`src/hw/msgq_pkg.sv`:
```
// Constants and types shared by both ends of the configuration link.
// Assumes a single clock; fields follow the second half of the config message.
package msgq_pkg;
	localparam logic [7:0] MODE_LINK = 8'h00;
	localparam logic [7:0] MODE_FE_HOST = 8'h01;
	localparam logic [7:0] MODE_FE_NET = 8'h02;
	localparam logic [7:0] KEEP8 = 8'hFF;
	localparam logic [31:0] KEEP_PLACE = 32'hFFFF_FFFF;
	localparam logic [7:0] RST_PROCS = 8'h0C;
	localparam logic [7:0] RST_MBOXES = 8'h10;
	localparam logic [7:0] RST_SLOTS = 8'h08;
	localparam logic [7:0] RST_HOSTS = 8'h00;
	localparam logic [7:0] MAX_PROCS = 8'h80;
	localparam logic [7:0] MAX_MBOXES = 8'h80;
	localparam logic [7:0] MAX_SLOTS = 8'hFC;
	localparam logic [16:0] WIN_LO_START = 17'h00200;
	localparam logic [16:0] WIN_LO_END = 17'h003FF;
	localparam logic [16:0] WIN_HI_START = 17'h01000;
	localparam logic [16:0] WIN_HI_END = 17'h0FFFF;
	localparam logic [31:0] DEF_PLACE = 32'h0000_2000;
	localparam logic [16:0] DEF_BLOCK_SIZE = 17'h00100;
	localparam logic [7:0] RC_OK = 8'h00;
	localparam logic [7:0] RC_FORMAT = 8'hA7;
	localparam logic [7:0] RC_PLACE = 8'hA8;
	localparam logic [7:0] RC_PROCS = 8'hA9;
	localparam logic [7:0] RC_MBOXES = 8'hAA;
	localparam logic [7:0] RC_SLOTS = 8'hAB;
	localparam logic [7:0] RC_HOSTS = 8'hAC;
	localparam logic [7:0] RC_QUEUE = 8'hAD;
	localparam logic [7:0] NT_NONE = 8'h00;
	localparam logic [7:0] NT_MEMWR = 8'h02;
	localparam logic [7:0] NT_VECT = 8'h04;
	localparam int AM_LSB = 24;
	localparam int AM_W = 6;
	localparam logic [31:0] BASE_RSV_MASK = 32'hC000_0000;
	localparam logic [31:0] BASE_ALIGN_MASK = 32'h0000_000F;
	localparam logic [15:0] BUF_LINK_OFF = 16'h0000;
	localparam logic [15:0] BUF_RSV_OFF = 16'h0002;
	localparam logic [15:0] BUF_STAT_OFF = 16'h0003;
	localparam logic [15:0] BUF_LEN_OFF = 16'h0004;
	localparam logic [15:0] BUF_DATA_OFF = 16'h0006;
	localparam int STAT_OWNER_BIT = 0;
	localparam int RING_IN = 0;
	localparam int RING_OUT = 1;
	// Host-side register word offsets
	localparam logic [7:0] REG_CTRL = 8'h00;
	localparam logic [7:0] REG_PLACE = 8'h04;
	localparam logic [7:0] REG_COUNTS = 8'h08;
	localparam logic [7:0] REG_IN_BASE = 8'h0C;
	localparam logic [7:0] REG_IN_NOTE = 8'h10;
	localparam logic [7:0] REG_IN_NADDR = 8'h14;
	localparam logic [7:0] REG_OUT_BASE = 8'h18;
	localparam logic [7:0] REG_OUT_NOTE = 8'h1C;
	localparam logic [7:0] REG_OUT_NADDR = 8'h20;
	localparam logic [7:0] REG_STATUS = 8'h24;
	localparam logic [7:0] REG_RPLACE = 8'h28;
	localparam logic [7:0] REG_RCOUNTS = 8'h2C;
	localparam logic [7:0] REG_EVENTS = 8'h30;

	typedef struct packed {
		logic [31:0] base;
		logic [15:0] hdr;
		logic [7:0] ntype;
		logic [7:0] nval;
		logic [31:0] naddr;
	} ring_cfg_t;

	typedef struct packed {
		logic [7:0] mode;
		logic [31:0] place;
		logic [7:0] procs;
		logic [7:0] mboxes;
		logic [7:0] slots;
		logic [7:0] hosts;
		ring_cfg_t [1:0] ring;
	} cfg_msg_t;

	function automatic logic [23:0] ring_addr(input logic [31:0] base, input logic [15:0] off);
		ring_addr = base[23:0] + {8'h00, off};
	endfunction : ring_addr

	function automatic logic ring_ok(input ring_cfg_t r);
		ring_ok = ((r.base & (BASE_RSV_MASK | BASE_ALIGN_MASK)) == 32'h0000_0000) &&
			(r.ntype == NT_NONE || r.ntype == NT_MEMWR || r.ntype == NT_VECT);
	endfunction : ring_ok
endpackage : msgq_pkg

```
`src/hw/cfg_link_if.sv`:
```
// Link between the board end and the host end: config request, reply, notices.
// Both ends share one clock; every strobe is a one-cycle pulse.
`timescale 1ns/1ps
interface cfg_link_if;
	logic req_valid;
	msgq_pkg::cfg_msg_t req;
	logic rsp_valid;
	logic [7:0] rsp_code;
	msgq_pkg::cfg_msg_t rsp;
	logic note_wr;
	logic note_irq;
	logic note_ring;
	logic [23:0] note_addr;
	logic [5:0] note_am;
	logic [7:0] note_data;
	logic [15:0] note_vec;

	modport dev(
		input req_valid, req,
		output rsp_valid, rsp_code, rsp,
		output note_wr, note_irq, note_ring, note_addr, note_am, note_data, note_vec
	);
	modport host(
		output req_valid, req,
		input rsp_valid, rsp_code, rsp,
		input note_wr, note_irq, note_ring, note_addr, note_am, note_data, note_vec
	);
endinterface : cfg_link_if

```
`src/hw/msgq_dev_end.sv`:
```
// Board end: checks and applies the config request, answers one cycle later,
// and raises host notices for the two message rings.
// Assumes the host end holds req stable at least in the cycle of req_valid.
`timescale 1ns/1ps
module msgq_dev_end #(
	parameter logic [31:0] DEFAULT_PLACE = msgq_pkg::DEF_PLACE,
	parameter logic [16:0] BLOCK_SIZE = msgq_pkg::DEF_BLOCK_SIZE
) (
	input wire logic CORE_CLK,
	input wire logic RST_N,
	cfg_link_if.dev LINK,
	input wire logic [1:0] RING_EVENT,
	input wire logic BUF_RING,
	input wire logic [15:0] BUF_OFF,
	input wire logic [7:0] BUF_STATUS_BYTE,
	output logic CONFIGURED,
	output logic QUEUES_ON,
	output logic [7:0] CUR_MODE,
	output logic [31:0] DATA_PLACE,
	output logic [7:0] CUR_PROCS,
	output logic [7:0] CUR_MBOXES,
	output logic [7:0] CUR_SLOTS,
	output logic [7:0] CUR_HOSTS,
	output logic [23:0] INBOUND_HDR_ADDR,
	output logic [23:0] OUTBOUND_HDR_ADDR,
	output logic [23:0] BUF_LINK_ADDR,
	output logic [23:0] BUF_STATUS_ADDR,
	output logic [23:0] BUF_LEN_ADDR,
	output logic [23:0] BUF_DATA_ADDR,
	output logic BUF_DEV_OWNED
);
	msgq_pkg::ring_cfg_t [1:0] ring;
	logic [7:0] code;
	logic fe;
	logic q_on;
	logic [7:0] eff_hosts;
	logic [16:0] blk_end;
	logic in_win;
	logic [31:0] next_place;
	logic [7:0] next_procs;
	logic [7:0] next_mboxes;
	logic [7:0] next_slots;
	logic [1:0] pend;
	logic [1:0] serve;
	msgq_pkg::ring_cfg_t sr;

	always_comb begin
		fe = (LINK.req.mode == msgq_pkg::MODE_FE_HOST) ||
			(LINK.req.mode == msgq_pkg::MODE_FE_NET);
		blk_end = {1'b0, LINK.req.place[15:0]} + BLOCK_SIZE - 17'h00001;
		in_win = (({1'b0, LINK.req.place[15:0]} >= msgq_pkg::WIN_LO_START) &&
			(blk_end <= msgq_pkg::WIN_LO_END)) ||
			(({1'b0, LINK.req.place[15:0]} >= msgq_pkg::WIN_HI_START) &&
			(blk_end <= msgq_pkg::WIN_HI_END) && (blk_end >= msgq_pkg::WIN_HI_START));
		eff_hosts = (LINK.req.hosts == msgq_pkg::KEEP8) ? CUR_HOSTS : LINK.req.hosts;
		q_on = !((LINK.req.mode == msgq_pkg::MODE_FE_NET) && (eff_hosts == 8'h00));
		code = msgq_pkg::RC_OK;
		if (!fe && LINK.req.mode != msgq_pkg::MODE_LINK) begin
			code = msgq_pkg::RC_FORMAT;
		end
		if (code == msgq_pkg::RC_OK && LINK.req.place != msgq_pkg::KEEP_PLACE) begin
			if (!fe || LINK.req.place[31:16] != 16'h0000 || !in_win) begin
				code = msgq_pkg::RC_PLACE;
			end
		end
		if (code == msgq_pkg::RC_OK && LINK.req.procs != msgq_pkg::KEEP8) begin
			if (!fe || LINK.req.procs == 8'h00 || LINK.req.procs > msgq_pkg::MAX_PROCS) begin
				code = msgq_pkg::RC_PROCS;
			end
		end
		if (code == msgq_pkg::RC_OK && LINK.req.mboxes != msgq_pkg::KEEP8) begin
			if (!fe || LINK.req.mboxes == 8'h00 || LINK.req.mboxes > msgq_pkg::MAX_MBOXES) begin
				code = msgq_pkg::RC_MBOXES;
			end
		end
		if (code == msgq_pkg::RC_OK && LINK.req.slots != msgq_pkg::KEEP8 &&
			LINK.req.slots > msgq_pkg::MAX_SLOTS) begin
			code = msgq_pkg::RC_SLOTS;
		end
		if (code == msgq_pkg::RC_OK && LINK.req.hosts != msgq_pkg::KEEP8) begin
			if ((LINK.req.mode == msgq_pkg::MODE_FE_NET) ? (LINK.req.hosts > 8'h01)
				: (LINK.req.hosts != 8'h01)) begin
				code = msgq_pkg::RC_HOSTS;
			end
		end
		// Queue fields are not even looked at when the rings are absent
		if (code == msgq_pkg::RC_OK && q_on) begin
			if (!msgq_pkg::ring_ok(LINK.req.ring[msgq_pkg::RING_IN]) ||
				!msgq_pkg::ring_ok(LINK.req.ring[msgq_pkg::RING_OUT])) begin
				code = msgq_pkg::RC_QUEUE;
			end
		end
	end

	always_comb begin
		next_place = DATA_PLACE;
		next_procs = CUR_PROCS;
		next_mboxes = CUR_MBOXES;
		next_slots = CUR_SLOTS;
		if (code == msgq_pkg::RC_OK && fe) begin
			if (LINK.req.place == msgq_pkg::KEEP_PLACE) begin
				next_place = DEFAULT_PLACE;
			end else begin
				next_place = LINK.req.place;
			end
			if (LINK.req.procs != msgq_pkg::KEEP8) begin
				next_procs = LINK.req.procs;
			end
			if (LINK.req.mboxes != msgq_pkg::KEEP8) begin
				next_mboxes = LINK.req.mboxes;
			end
		end
		if (code == msgq_pkg::RC_OK && LINK.req.slots != msgq_pkg::KEEP8) begin
			next_slots = LINK.req.slots;
		end
	end

	always_ff @(posedge CORE_CLK or negedge RST_N) begin
		if (!RST_N) begin
			CONFIGURED <= 1'b0;
			QUEUES_ON <= 1'b0;
			CUR_MODE <= msgq_pkg::MODE_LINK;
			DATA_PLACE <= DEFAULT_PLACE;
			CUR_PROCS <= msgq_pkg::RST_PROCS;
			CUR_MBOXES <= msgq_pkg::RST_MBOXES;
			CUR_SLOTS <= msgq_pkg::RST_SLOTS;
			CUR_HOSTS <= msgq_pkg::RST_HOSTS;
			ring <= '0;
		end else if (LINK.req_valid && code == msgq_pkg::RC_OK) begin
			CONFIGURED <= 1'b1;
			QUEUES_ON <= q_on;
			CUR_MODE <= LINK.req.mode;
			DATA_PLACE <= next_place;
			CUR_PROCS <= next_procs;
			CUR_MBOXES <= next_mboxes;
			CUR_SLOTS <= next_slots;
			CUR_HOSTS <= eff_hosts;
			if (q_on) begin
				ring <= LINK.req.ring;
			end
		end
	end

	// Reply one cycle after the request; place, procs, mboxes and slots keep old state on refusal, mode, hosts and rings echo the request
	always_ff @(posedge CORE_CLK or negedge RST_N) begin
		if (!RST_N) begin
			LINK.rsp_valid <= 1'b0;
			LINK.rsp_code <= msgq_pkg::RC_OK;
			LINK.rsp <= '0;
		end else begin
			LINK.rsp_valid <= LINK.req_valid;
			if (LINK.req_valid) begin
				LINK.rsp_code <= code;
				LINK.rsp.mode <= LINK.req.mode;
				LINK.rsp.place <= next_place;
				LINK.rsp.procs <= next_procs;
				LINK.rsp.mboxes <= next_mboxes;
				LINK.rsp.slots <= next_slots;
				LINK.rsp.hosts <= LINK.req.hosts;
				LINK.rsp.ring <= LINK.req.ring;
			end
		end
	end

	// Ring notices: pending per ring, inbound served first
	assign serve = pend[msgq_pkg::RING_IN] ? 2'b01 : {pend[msgq_pkg::RING_OUT], 1'b0};
	assign sr = serve[msgq_pkg::RING_OUT] ? ring[msgq_pkg::RING_OUT] : ring[msgq_pkg::RING_IN];

	always_ff @(posedge CORE_CLK or negedge RST_N) begin
		if (!RST_N) begin
			pend <= 2'b00;
		end else begin
			// A new event in the serve cycle stays pending
			pend <= (pend & ~serve) |
				(RING_EVENT & {2{QUEUES_ON}} &
				{ring[msgq_pkg::RING_OUT].ntype != msgq_pkg::NT_NONE,
				ring[msgq_pkg::RING_IN].ntype != msgq_pkg::NT_NONE});
		end
	end

	always_ff @(posedge CORE_CLK or negedge RST_N) begin
		if (!RST_N) begin
			LINK.note_wr <= 1'b0;
			LINK.note_irq <= 1'b0;
			LINK.note_ring <= 1'b0;
			LINK.note_addr <= 24'h000000;
			LINK.note_am <= 6'h00;
			LINK.note_data <= 8'h00;
			LINK.note_vec <= 16'h0000;
		end else begin
			LINK.note_wr <= (serve != 2'b00) && (sr.ntype == msgq_pkg::NT_MEMWR);
			LINK.note_irq <= (serve != 2'b00) && (sr.ntype == msgq_pkg::NT_VECT);
			if (serve != 2'b00) begin
				LINK.note_ring <= serve[msgq_pkg::RING_OUT];
				LINK.note_addr <= sr.naddr[23:0];
				LINK.note_am <= sr.naddr[msgq_pkg::AM_LSB +: msgq_pkg::AM_W];
				LINK.note_data <= sr.nval;
				LINK.note_vec <= sr.naddr[31:16];
			end
		end
	end

	// Addresses are 24-bit: ring base[23:0] plus a 16-bit offset that wraps, but the sum can carry out of the segment
	always_ff @(posedge CORE_CLK or negedge RST_N) begin
		if (!RST_N) begin
			INBOUND_HDR_ADDR <= 24'h000000;
			OUTBOUND_HDR_ADDR <= 24'h000000;
			BUF_LINK_ADDR <= 24'h000000;
			BUF_STATUS_ADDR <= 24'h000000;
			BUF_LEN_ADDR <= 24'h000000;
			BUF_DATA_ADDR <= 24'h000000;
			BUF_DEV_OWNED <= 1'b0;
		end else begin
			INBOUND_HDR_ADDR <= msgq_pkg::ring_addr(ring[msgq_pkg::RING_IN].base,
				ring[msgq_pkg::RING_IN].hdr);
			OUTBOUND_HDR_ADDR <= msgq_pkg::ring_addr(ring[msgq_pkg::RING_OUT].base,
				ring[msgq_pkg::RING_OUT].hdr);
			BUF_LINK_ADDR <= msgq_pkg::ring_addr(ring[BUF_RING].base,
				BUF_OFF + msgq_pkg::BUF_LINK_OFF);
			BUF_STATUS_ADDR <= msgq_pkg::ring_addr(ring[BUF_RING].base,
				BUF_OFF + msgq_pkg::BUF_STAT_OFF);
			BUF_LEN_ADDR <= msgq_pkg::ring_addr(ring[BUF_RING].base,
				BUF_OFF + msgq_pkg::BUF_LEN_OFF);
			BUF_DATA_ADDR <= msgq_pkg::ring_addr(ring[BUF_RING].base,
				BUF_OFF + msgq_pkg::BUF_DATA_OFF);
			BUF_DEV_OWNED <= BUF_STATUS_BYTE[msgq_pkg::STAT_OWNER_BIT];
		end
	end
endmodule : msgq_dev_end

```
`src/flat_wrapper.sv`:
```
// flat-port wrapper written by rule: the top's interface ports become plain ports
module msgq_dev_end_flat 
#(
	parameter logic [31:0] DEFAULT_PLACE = msgq_pkg::DEF_PLACE,
	parameter logic [16:0] BLOCK_SIZE = msgq_pkg::DEF_BLOCK_SIZE
)
  (CORE_CLK, RST_N, RING_EVENT, BUF_RING, BUF_OFF, BUF_STATUS_BYTE, CONFIGURED, QUEUES_ON, CUR_MODE, DATA_PLACE, CUR_PROCS, CUR_MBOXES, CUR_SLOTS, CUR_HOSTS, INBOUND_HDR_ADDR, OUTBOUND_HDR_ADDR, BUF_LINK_ADDR, BUF_STATUS_ADDR, BUF_LEN_ADDR, BUF_DATA_ADDR, BUF_DEV_OWNED, LINK_req_valid, LINK_req, LINK_rsp_valid, LINK_rsp_code, LINK_rsp, LINK_note_wr, LINK_note_irq, LINK_note_ring, LINK_note_addr, LINK_note_am, LINK_note_data, LINK_note_vec);
  cfg_link_if LINK_i ();
  input wire logic CORE_CLK;
  input wire logic RST_N;
  input wire logic [1:0] RING_EVENT;
  input wire logic BUF_RING;
  input wire logic [15:0] BUF_OFF;
  input wire logic [7:0] BUF_STATUS_BYTE;
  output logic CONFIGURED;
  output logic QUEUES_ON;
  output logic [7:0] CUR_MODE;
  output logic [31:0] DATA_PLACE;
  output logic [7:0] CUR_PROCS;
  output logic [7:0] CUR_MBOXES;
  output logic [7:0] CUR_SLOTS;
  output logic [7:0] CUR_HOSTS;
  output logic [23:0] INBOUND_HDR_ADDR;
  output logic [23:0] OUTBOUND_HDR_ADDR;
  output logic [23:0] BUF_LINK_ADDR;
  output logic [23:0] BUF_STATUS_ADDR;
  output logic [23:0] BUF_LEN_ADDR;
  output logic [23:0] BUF_DATA_ADDR;
  output logic BUF_DEV_OWNED;
  input wire logic [$bits(LINK_i.req_valid)-1:0] LINK_req_valid;
  input wire logic [$bits(LINK_i.req)-1:0] LINK_req;
  output wire logic [$bits(LINK_i.rsp_valid)-1:0] LINK_rsp_valid;
  output wire logic [$bits(LINK_i.rsp_code)-1:0] LINK_rsp_code;
  output wire logic [$bits(LINK_i.rsp)-1:0] LINK_rsp;
  output wire logic [$bits(LINK_i.note_wr)-1:0] LINK_note_wr;
  output wire logic [$bits(LINK_i.note_irq)-1:0] LINK_note_irq;
  output wire logic [$bits(LINK_i.note_ring)-1:0] LINK_note_ring;
  output wire logic [$bits(LINK_i.note_addr)-1:0] LINK_note_addr;
  output wire logic [$bits(LINK_i.note_am)-1:0] LINK_note_am;
  output wire logic [$bits(LINK_i.note_data)-1:0] LINK_note_data;
  output wire logic [$bits(LINK_i.note_vec)-1:0] LINK_note_vec;
  assign LINK_i.req_valid = LINK_req_valid;
  assign LINK_i.req = LINK_req;
  assign LINK_rsp_valid = LINK_i.rsp_valid;
  assign LINK_rsp_code = LINK_i.rsp_code;
  assign LINK_rsp = LINK_i.rsp;
  assign LINK_note_wr = LINK_i.note_wr;
  assign LINK_note_irq = LINK_i.note_irq;
  assign LINK_note_ring = LINK_i.note_ring;
  assign LINK_note_addr = LINK_i.note_addr;
  assign LINK_note_am = LINK_i.note_am;
  assign LINK_note_data = LINK_i.note_data;
  assign LINK_note_vec = LINK_i.note_vec;
  msgq_dev_end #(.DEFAULT_PLACE(DEFAULT_PLACE), .BLOCK_SIZE(BLOCK_SIZE)) u_core (.CORE_CLK(CORE_CLK), .RST_N(RST_N), .LINK(LINK_i), .RING_EVENT(RING_EVENT), .BUF_RING(BUF_RING), .BUF_OFF(BUF_OFF), .BUF_STATUS_BYTE(BUF_STATUS_BYTE), .CONFIGURED(CONFIGURED), .QUEUES_ON(QUEUES_ON), .CUR_MODE(CUR_MODE), .DATA_PLACE(DATA_PLACE), .CUR_PROCS(CUR_PROCS), .CUR_MBOXES(CUR_MBOXES), .CUR_SLOTS(CUR_SLOTS), .CUR_HOSTS(CUR_HOSTS), .INBOUND_HDR_ADDR(INBOUND_HDR_ADDR), .OUTBOUND_HDR_ADDR(OUTBOUND_HDR_ADDR), .BUF_LINK_ADDR(BUF_LINK_ADDR), .BUF_STATUS_ADDR(BUF_STATUS_ADDR), .BUF_LEN_ADDR(BUF_LEN_ADDR), .BUF_DATA_ADDR(BUF_DATA_ADDR), .BUF_DEV_OWNED(BUF_DEV_OWNED));
endmodule
```
`config.mk`:
```
export PLATFORM = sky130hd
export DESIGN_NAME = msgq_dev_end_flat
export DESIGN_NICKNAME = d
export VERILOG_FILES = /design/src/hw/msgq_pkg.sv /design/src/hw/cfg_link_if.sv /design/src/hw/msgq_dev_end.sv /design/src/flat_wrapper.sv
export SDC_FILE = /design/constraint.sdc
export NUM_CORES = 1
export LEC_CHECK = 0
export BUFFER_PORTS_ARGS = -buffer_cell sky130_fd_sc_hd__buf_2
export CAP_MARGIN = 10
export CELL_PAD_IN_SITES_DETAIL_PLACEMENT = 1
export CELL_PAD_IN_SITES_GLOBAL_PLACEMENT = 2
export CORE_AREA = 2 2 327 329
export CTS_BUF_LIST = sky130_fd_sc_hd__clkbuf_4
export DETAILED_ROUTE_END_ITERATION = 6
export DIE_AREA = 0 0 329 331
export PLACE_DENSITY = 0.8
export RECOVER_POWER = 50
export REMOVE_ABC_BUFFERS = 1
export SLEW_MARGIN = 20
export SYNTH_ARGS = -nofsm -noshare
export SYNTH_HDL_FRONTEND = slang
export SYNTH_SLANG_ARGS = --single-unit
export TNS_END_PERCENT = 100
```
`constraint.sdc`:
```
create_clock -name CORE_CLK -period 6.8 [get_ports CORE_CLK]
set_input_delay 1.02 -clock CORE_CLK [delete_from_list [all_inputs] [get_ports CORE_CLK]]
set_output_delay 1.02 -clock CORE_CLK [all_outputs]
set_load 0.01 [all_outputs]
```
==> flow_metrics.env, run 1 <==
export IMPL_die_h_um=331
export IMPL_fmax_ghz=0.186
export IMPL_timing_critical_path_from_type="input port"
export IMPL_tns_ns=0
export IMPL_dpl_hpwl_um=82600
export IMPL_gr_total_overflow=0
export IMPL_vias=24194
export IMPL_synthTopCellsByArea="dfrtp_1 (54%), mux2_2 (10%), mux2_4 (5.1%)"
export IMPL_rows=119
export IMPL_cp_end_kind="flip-flop"
export IMPL_final_cell_mix="buf_2 (830), dfrtp_1 (700), mux2_2 (288)"
export IMPL_core_area_um2=105000
export IMPL_ys_flop_type="dfrtp_1"
export IMPL_synth_cell_types=80
export IMPL_fill_cells=11812
export IMPL_layout_drive_gt1_share_pct=43.5
export IMPL_setup_viol=0
export IMPL_synth_simple_area_share_pct=9.25
export IMPL_fin_skew_ns=0.0544
export IMPL_synth_top_family_by_area="multiplexers"
export IMPL_setup_slack_ns=1.41
export IMPL_first_iter_violations=938
export IMPL_yosysSeqAreaShare_pct=54.5
export IMPL_cts_resized=0
export IMPL_area_delta_synth_final_pct=24.4
export IMPL_critPathMaxFanout=76
export IMPL_synth_edf_count=0
export IMPL_postLayoutCellArea_um2=40400
export IMPL_synth_compound_area_share_pct=7.40
export IMPL_final_nets=3936
export IMPL_viasPerCell=4.77
export IMPL_criticalPathCategory="in2reg"
export IMPL_worstSkewPairLatency_ns=1.08
export IMPL_die_area_um2=109000
export IMPL_slew_headroom_pct=-167
export IMPL_rsz0062_at_grt="false"
export IMPL_cts_buffers=195
export IMPL_place_area_um2=38000
export IMPL_dr_pass1_iters=5
export IMPL_drc=0
export IMPL_initial_core_util_pct=30.9
export IMPL_post_cts_buffers=0
export IMPL_ctsHoldBuffers=3
export IMPL_clkSinkCount=707
export IMPL_min_path_type="in2reg"
export IMPL_clk_pin_slew_ns=0.07
export IMPL_syn_area_um2=32500
export IMPL_arrival_ns=6.33
export IMPL_synth_top_area_share_pct=54.1
export IMPL_placedCellCount=4726
export IMPL_ff_latch_area_um2=17700
export IMPL_io_buffers=833
export IMPL_status="complete, but fails checks"
export IMPL_synth_adder_area_share_pct=4.26
export IMPL_wl_um=109000
export IMPL_cts_buffer_depth=3
export IMPL_worst_pin_slew_ns=4.01
export IMPL_drv_cap=10
export IMPL_violations="max-capacitance violations, max-slew violations"
export IMPL_fp_dieW_um=329
export IMPL_synth_async_sr_flop_share_pct=100
export IMPL_synth_xor_area_share_pct=4.37
export IMPL_required_ns=7.74
export IMPL_ys_ff_latch=707
export IMPL_multiInputGateArea_um2=13900
export IMPL_wl_per_cell_um=21.5
export IMPL_vdd_drop_max_mv=0.153
export IMPL_fin_cells=5067
export IMPL_synthCells=2598
export IMPL_yosysWarnings=0
export IMPL_slew_viol_final=698
export IMPL_final_common_cell="buf_2"
export IMPL_period_minus_slack_ns=5.39
export IMPL_grtUsageTotal_pct=19.5
export IMPL_synth_avg_cell_area_um2=12.5
export IMPL_yosysTopAreaCell="dfrtp_1"
export IMPL_post_place_ws_ns=1.18
export IMPL_antenna_left=0
export IMPL_cts_tree="done"
export IMPL_hold_viol=0
export IMPL_leakagePower_nw=20.6
export IMPL_grt_pass1_vias=25804
export IMPL_grt_pass1_wl_um=161000
export IMPL_period_share_pct=79.2
export IMPL_synthMuxAreaShare_pct=17.5
export IMPL_root_buffer="clkbuf_4"
export IMPL_grt_max_degree=166
export IMPL_htreeDepth=4
export IMPL_antenna_found_initial=16
export IMPL_r2r_slack_ns=2.24
export IMPL_ios=843
export IMPL_gp_congestion=0.828
export IMPL_cellPowerDensity_nw_per_um2=228
-- metrics by stage --
step           hold slack, ns  power, mW  util, %
2_1_floorplan           0.449       4.86        -
3_3_place_gp            0.448       5.41     36.2
3_5_place_dp            0.459       5.43     36.2
4_1_cts               0.00432       9.40     38.5
5_1_grt                0.0563       9.68     38.5
6_report                0.189       9.20     38.5
-- kinds of logic after synthesis --
kind of cell | Yosys count
simple gates | 599
other cells | 1
xor+xnor | 162
buf+inv | 175
fa+ha+maj | 107
compound gates | 372
mux | 475
flops | 707
-- per-layer routing --
| metal | routed length [µm] | vias up | global-route usage, % |
|---|---|---|---|
| li1 | - | 11122 | - |
| met1 | 43600 | 12138 | 22.8 |
| met2 | 53900 | 744 | 33.4 |
| met3 | 8450 | 180 | 6.77 |
| met4 | 2760 | 10 | 6.55 |
| met5 | 61 | - | 0 |
-- Yosys cell counts, drive strengths merged (20+ instances only) --
cell type	n
a21o	24
a21oi	107
and2	33
and3	20
buf	57
clkbuf	67
dfrtp	702
ha	101
inv	50
mux2	408
mux2i	67
nand2	148
nand3	35
nand4	24
nor2	163
nor2b	47
nor3	30
nor4	21
o21ai	82
or2	20
xnor2	105
xor2	57
-- power breakdown --
part,leakage [nW],switching (mW),internal (mW),total (mW)
clock,1.45,1.89,1.98,3.87
sequential,9.09,0.0750,4.37,4.44
combinational,10.0,0.527,0.363,0.890
-- state kept, by name (all words and copies together), names as in the netlist, 16 cells and up --
| signal | count |
|---|---|
| u_core.BUF_LEN_ADDR | 22 |
| u_core.LINK.note_addr | 16 |
| u_core.LINK.note_vec | 16 |
| u_core.BUF_LINK_ADDR | 24 |
| u_core.OUTBOUND_HDR_ADDR | 24 |
| u_core.BUF_STATUS_ADDR | 24 |
| u_core.DATA_PLACE | 32 |
| u_core.BUF_DATA_ADDR | 23 |
| u_core.INBOUND_HDR_ADDR | 24 |
| u_core.LINK.rsp | 264 |
| u_core.ring | 176 |
-- layout make-up --
cell class	count	area share, %
diodes	4	0.0248
clock buffers	276	5.13
clock inverters	58	0.864
inverters	51	0.474
multi-input cells	1717	34.4
flip-flops and latches	707	43.8
well taps	1391	4.31
repair buffers	863	11.0
-- critical path, stage by stage --
cell      delay [ns]
clkbuf_1        2.75
nand3_1         0.49
a21o_4          0.54
nor2_8          0.57
buf_4           0.44
mux2_2          0.39
-- worst paths after layout --
path | from | endpoint | cells after the start
hold reg to reg | u_core.CONFIGURED | u_core.CONFIGURED | 1
hold / removal | LINK_req[60] | u_core.LINK.rsp[60] | 2
min in group asynchronous | RST_N | u_core.BUF_LINK_ADDR[7] | 2
setup reg to reg | u_core.ring[160] | u_core.OUTBOUND_HDR_ADDR[22] | 12
setup / recovery | LINK_req_valid | u_core.ring[31] | 6
max in group asynchronous | RST_N | u_core.pend[1] | 3
Power figures use the tool's default switching activity.
==> inputs of run 2 (changes only) <==
==> constraint.sdc (replaced) <==
create_clock -name CORE_CLK -period 5.57 [get_ports CORE_CLK]
set_input_delay 0.8355 -clock CORE_CLK [delete_from_list [all_inputs] [get_ports CORE_CLK]]
set_output_delay 0.8355 -clock CORE_CLK [all_outputs]
set_load 0.01 [all_outputs]
==> flow_metrics.env, run 2 (synthesized netlist as in run 1, its figures left out) <==
export IMPL_status="complete, but fails checks"
export IMPL_violations="max-capacitance violations, max-slew violations"
export IMPL_final_core_util_pct=40.9
export IMPL_wl_um=116000
export IMPL_cpMaxStageDelayCell="clkbuf_1"
export IMPL_rows=119
export IMPL_viasPerCell=4.78
export IMPL_ios=843
export IMPL_wl_per_cell_um=21.8
export IMPL_arrival_ns=5.19
export IMPL_slew_viol_final=454
export IMPL_fin_skew_ns=0.0927
export IMPL_ctsHoldBuffers=239
export IMPL_grt_pass1_wl_um=173000
export IMPL_grtUsageTotal_pct=20.9
export IMPL_setup_viol=0
export IMPL_period_minus_slack_ns=4.29
export IMPL_drv_cap=7
export IMPL_grt_max_degree=120
export IMPL_vdd_drop_max_mv=0.149
export IMPL_whs_path_depth=2
export IMPL_root_buffer="clkbuf_4"
export IMPL_critPathMaxFanout=105
export IMPL_multiInputGateArea_um2=13900
export IMPL_io_buffers=833
export IMPL_postLayoutCellArea_um2=42900
export IMPL_setup_slack_ns=1.28
export IMPL_slew_headroom_pct=-141
export IMPL_worstSkewPairLatency_ns=1.10
export IMPL_cp_startpoint="LINK_req_valid"
export IMPL_dpl_hpwl_um=83500
export IMPL_r2r_slack_ns=1.55
export IMPL_dr_pass1_iters=4
export IMPL_r2r_cells=13
export IMPL_r2r_start="u_core.ring[161]"
export IMPL_cts_buffers=194
export IMPL_power_clock_fraction_pct=41.3
export IMPL_drc=0
export IMPL_vias=25481
export IMPL_endpoint="u_core.LINK.rsp[17]"
export IMPL_min_path_type="in2reg"
export IMPL_largest_register_ffs=264
export IMPL_area_delta_synth_final_pct=32.1
export IMPL_gp_congestion=0.858
export IMPL_p_sw_mw=3.18
export IMPL_leakagePower_nw=21.6
export IMPL_grt_pass1_vias=27923
export IMPL_core_area_um2=105000
export IMPL_post_place_ws_ns=0.844
export IMPL_hold_viol=0
export IMPL_antenna_found_initial=15
export IMPL_period_share_pct=77.0
export IMPL_cts_buffer_depth=3
export IMPL_rr_endpoint="u_core.BUF_DATA_ADDR[21]"
export IMPL_pwr_share_seq_pct=47.6
export IMPL_top_regs="u_core.LINK.rsp (264), u_core.ring (176), u_core.DATA_PLACE (32)"
export IMPL_layout_drive_gt1_share_pct=40.8
export IMPL_ff_latch_area_um2=17700
export IMPL_die_area_um2=109000
export IMPL_cts_resized=0
export IMPL_gr_total_overflow=0
export IMPL_fill_cells=11687
export IMPL_hp_start="LINK_req[192]"
export IMPL_p_sw_share_pct=27.9
export IMPL_initial_core_util_pct=30.9
export IMPL_rsz0062_at_grt="false"
export IMPL_post_cts_buffers=0
export IMPL_cellPowerDensity_nw_per_um2=266
export IMPL_htreeDepth=4
export IMPL_crit_path_max_incr_delay_ns=2.34
export IMPL_tns_ns=0
export IMPL_clk_pin_slew_ns=0.06
export IMPL_crit_chain="buf_8, clkbuf_2, clkbuf_1, mux2_2"
export IMPL_criticalPathCategory="in2reg"
export IMPL_timing_critical_path_from_type="input port"
export IMPL_die_h_um=331
export IMPL_final_cell_mix="buf_2 (831), dfrtp_1 (700), mux2_2 (283)"
export IMPL_fmax_ghz=0.233
export IMPL_internal_power_mw=8.22
export IMPL_final_nets=4183
export IMPL_cp_end_kind="flip-flop"
export IMPL_worst_pin_slew_ns=3.61
export IMPL_regMostFlops="u_core.LINK.rsp"
export IMPL_combPwrFrac_pct=11.0
export IMPL_antenna_left=0
export IMPL_place_area_um2=38100
export IMPL_required_ns=6.47
export IMPL_first_iter_violations=963
export IMPL_fp_dieW_um=329
export IMPL_totalPowerFinal_mw=11.4
export IMPL_final_common_cell="buf_2"
export IMPL_cts_tree="done"
export IMPL_clkSinkCount=707
[run 2: cell types whose count changed in the layout (fill, tap and decap cells not counted), sizes merged, moves of 3 or more]
cell         change
dlygate4sd3    +236
bufinv           -3
buf             +12
clkinvlp         +3
clkbuf           +4
clkinv           +8
diode            +3
[run 2: how the worst min path moves through the flow]
stage                                     to
global placement           u_core.CONFIGURED
CTS                     u_core.LINK.rsp[192]
finish                  u_core.LINK.rsp[192]
global route            u_core.LINK.rsp[192]
detailed placement         u_core.CONFIGURED
floorplan           u_core.LINK.note_data[7]
[run 2: worst max-delay path, delay by kind of cell]
| kind | cells | cell delay, ns |
|---|---|---|
| buffers and inverters | 3 | 3.71 |
| muxes | 1 | 0.51 |
[run 2: power groups by stage]
stage / sequential [mW] / combinational (mW) / clock (mW)
2_1_floorplan: 5.62 / 0.322 / 0
3_3_place_gp: 5.51 / 1.10 / 0
3_5_place_dp: 5.52 / 1.11 / 0
4_1_cts: 5.42 / 1.26 / 4.88
5_1_grt: 5.45 / 1.36 / 5.17
6_report: 5.43 / 1.26 / 4.72
[run 2: metal layers]
| metal | share of wire, % | track usage, % |
|---|---|---|
| met5 | 0.035 | 0 |
| met2 | 50 | 36.4 |
| met3 | 6.7 | 5.98 |
| met1 | 40 | 24.3 |
| met4 | 3.1 | 8.04 |
[run 2: final cells by class]
class                           instances  area share (%)
Sequential cell                       707            41.2
Multi-Input combinational cell       1717            32.4
Timing Repair Buffer                 1111            16.2
Clock buffer                          280            4.90
Tap cell                             1391            4.06
Clock inverter                         68           0.778
Inverter                               51           0.446
Antenna cell                            7          0.0408
[run 2: per-stage QoR]
stage,instances,hold slack [ns]
final,5332,0.184
after global routing,5330,0.0503
after CTS,5325,0.00158
after detailed placement,4738,0.457
after global placement,4738,0.447
after floorplan,2475,0.449
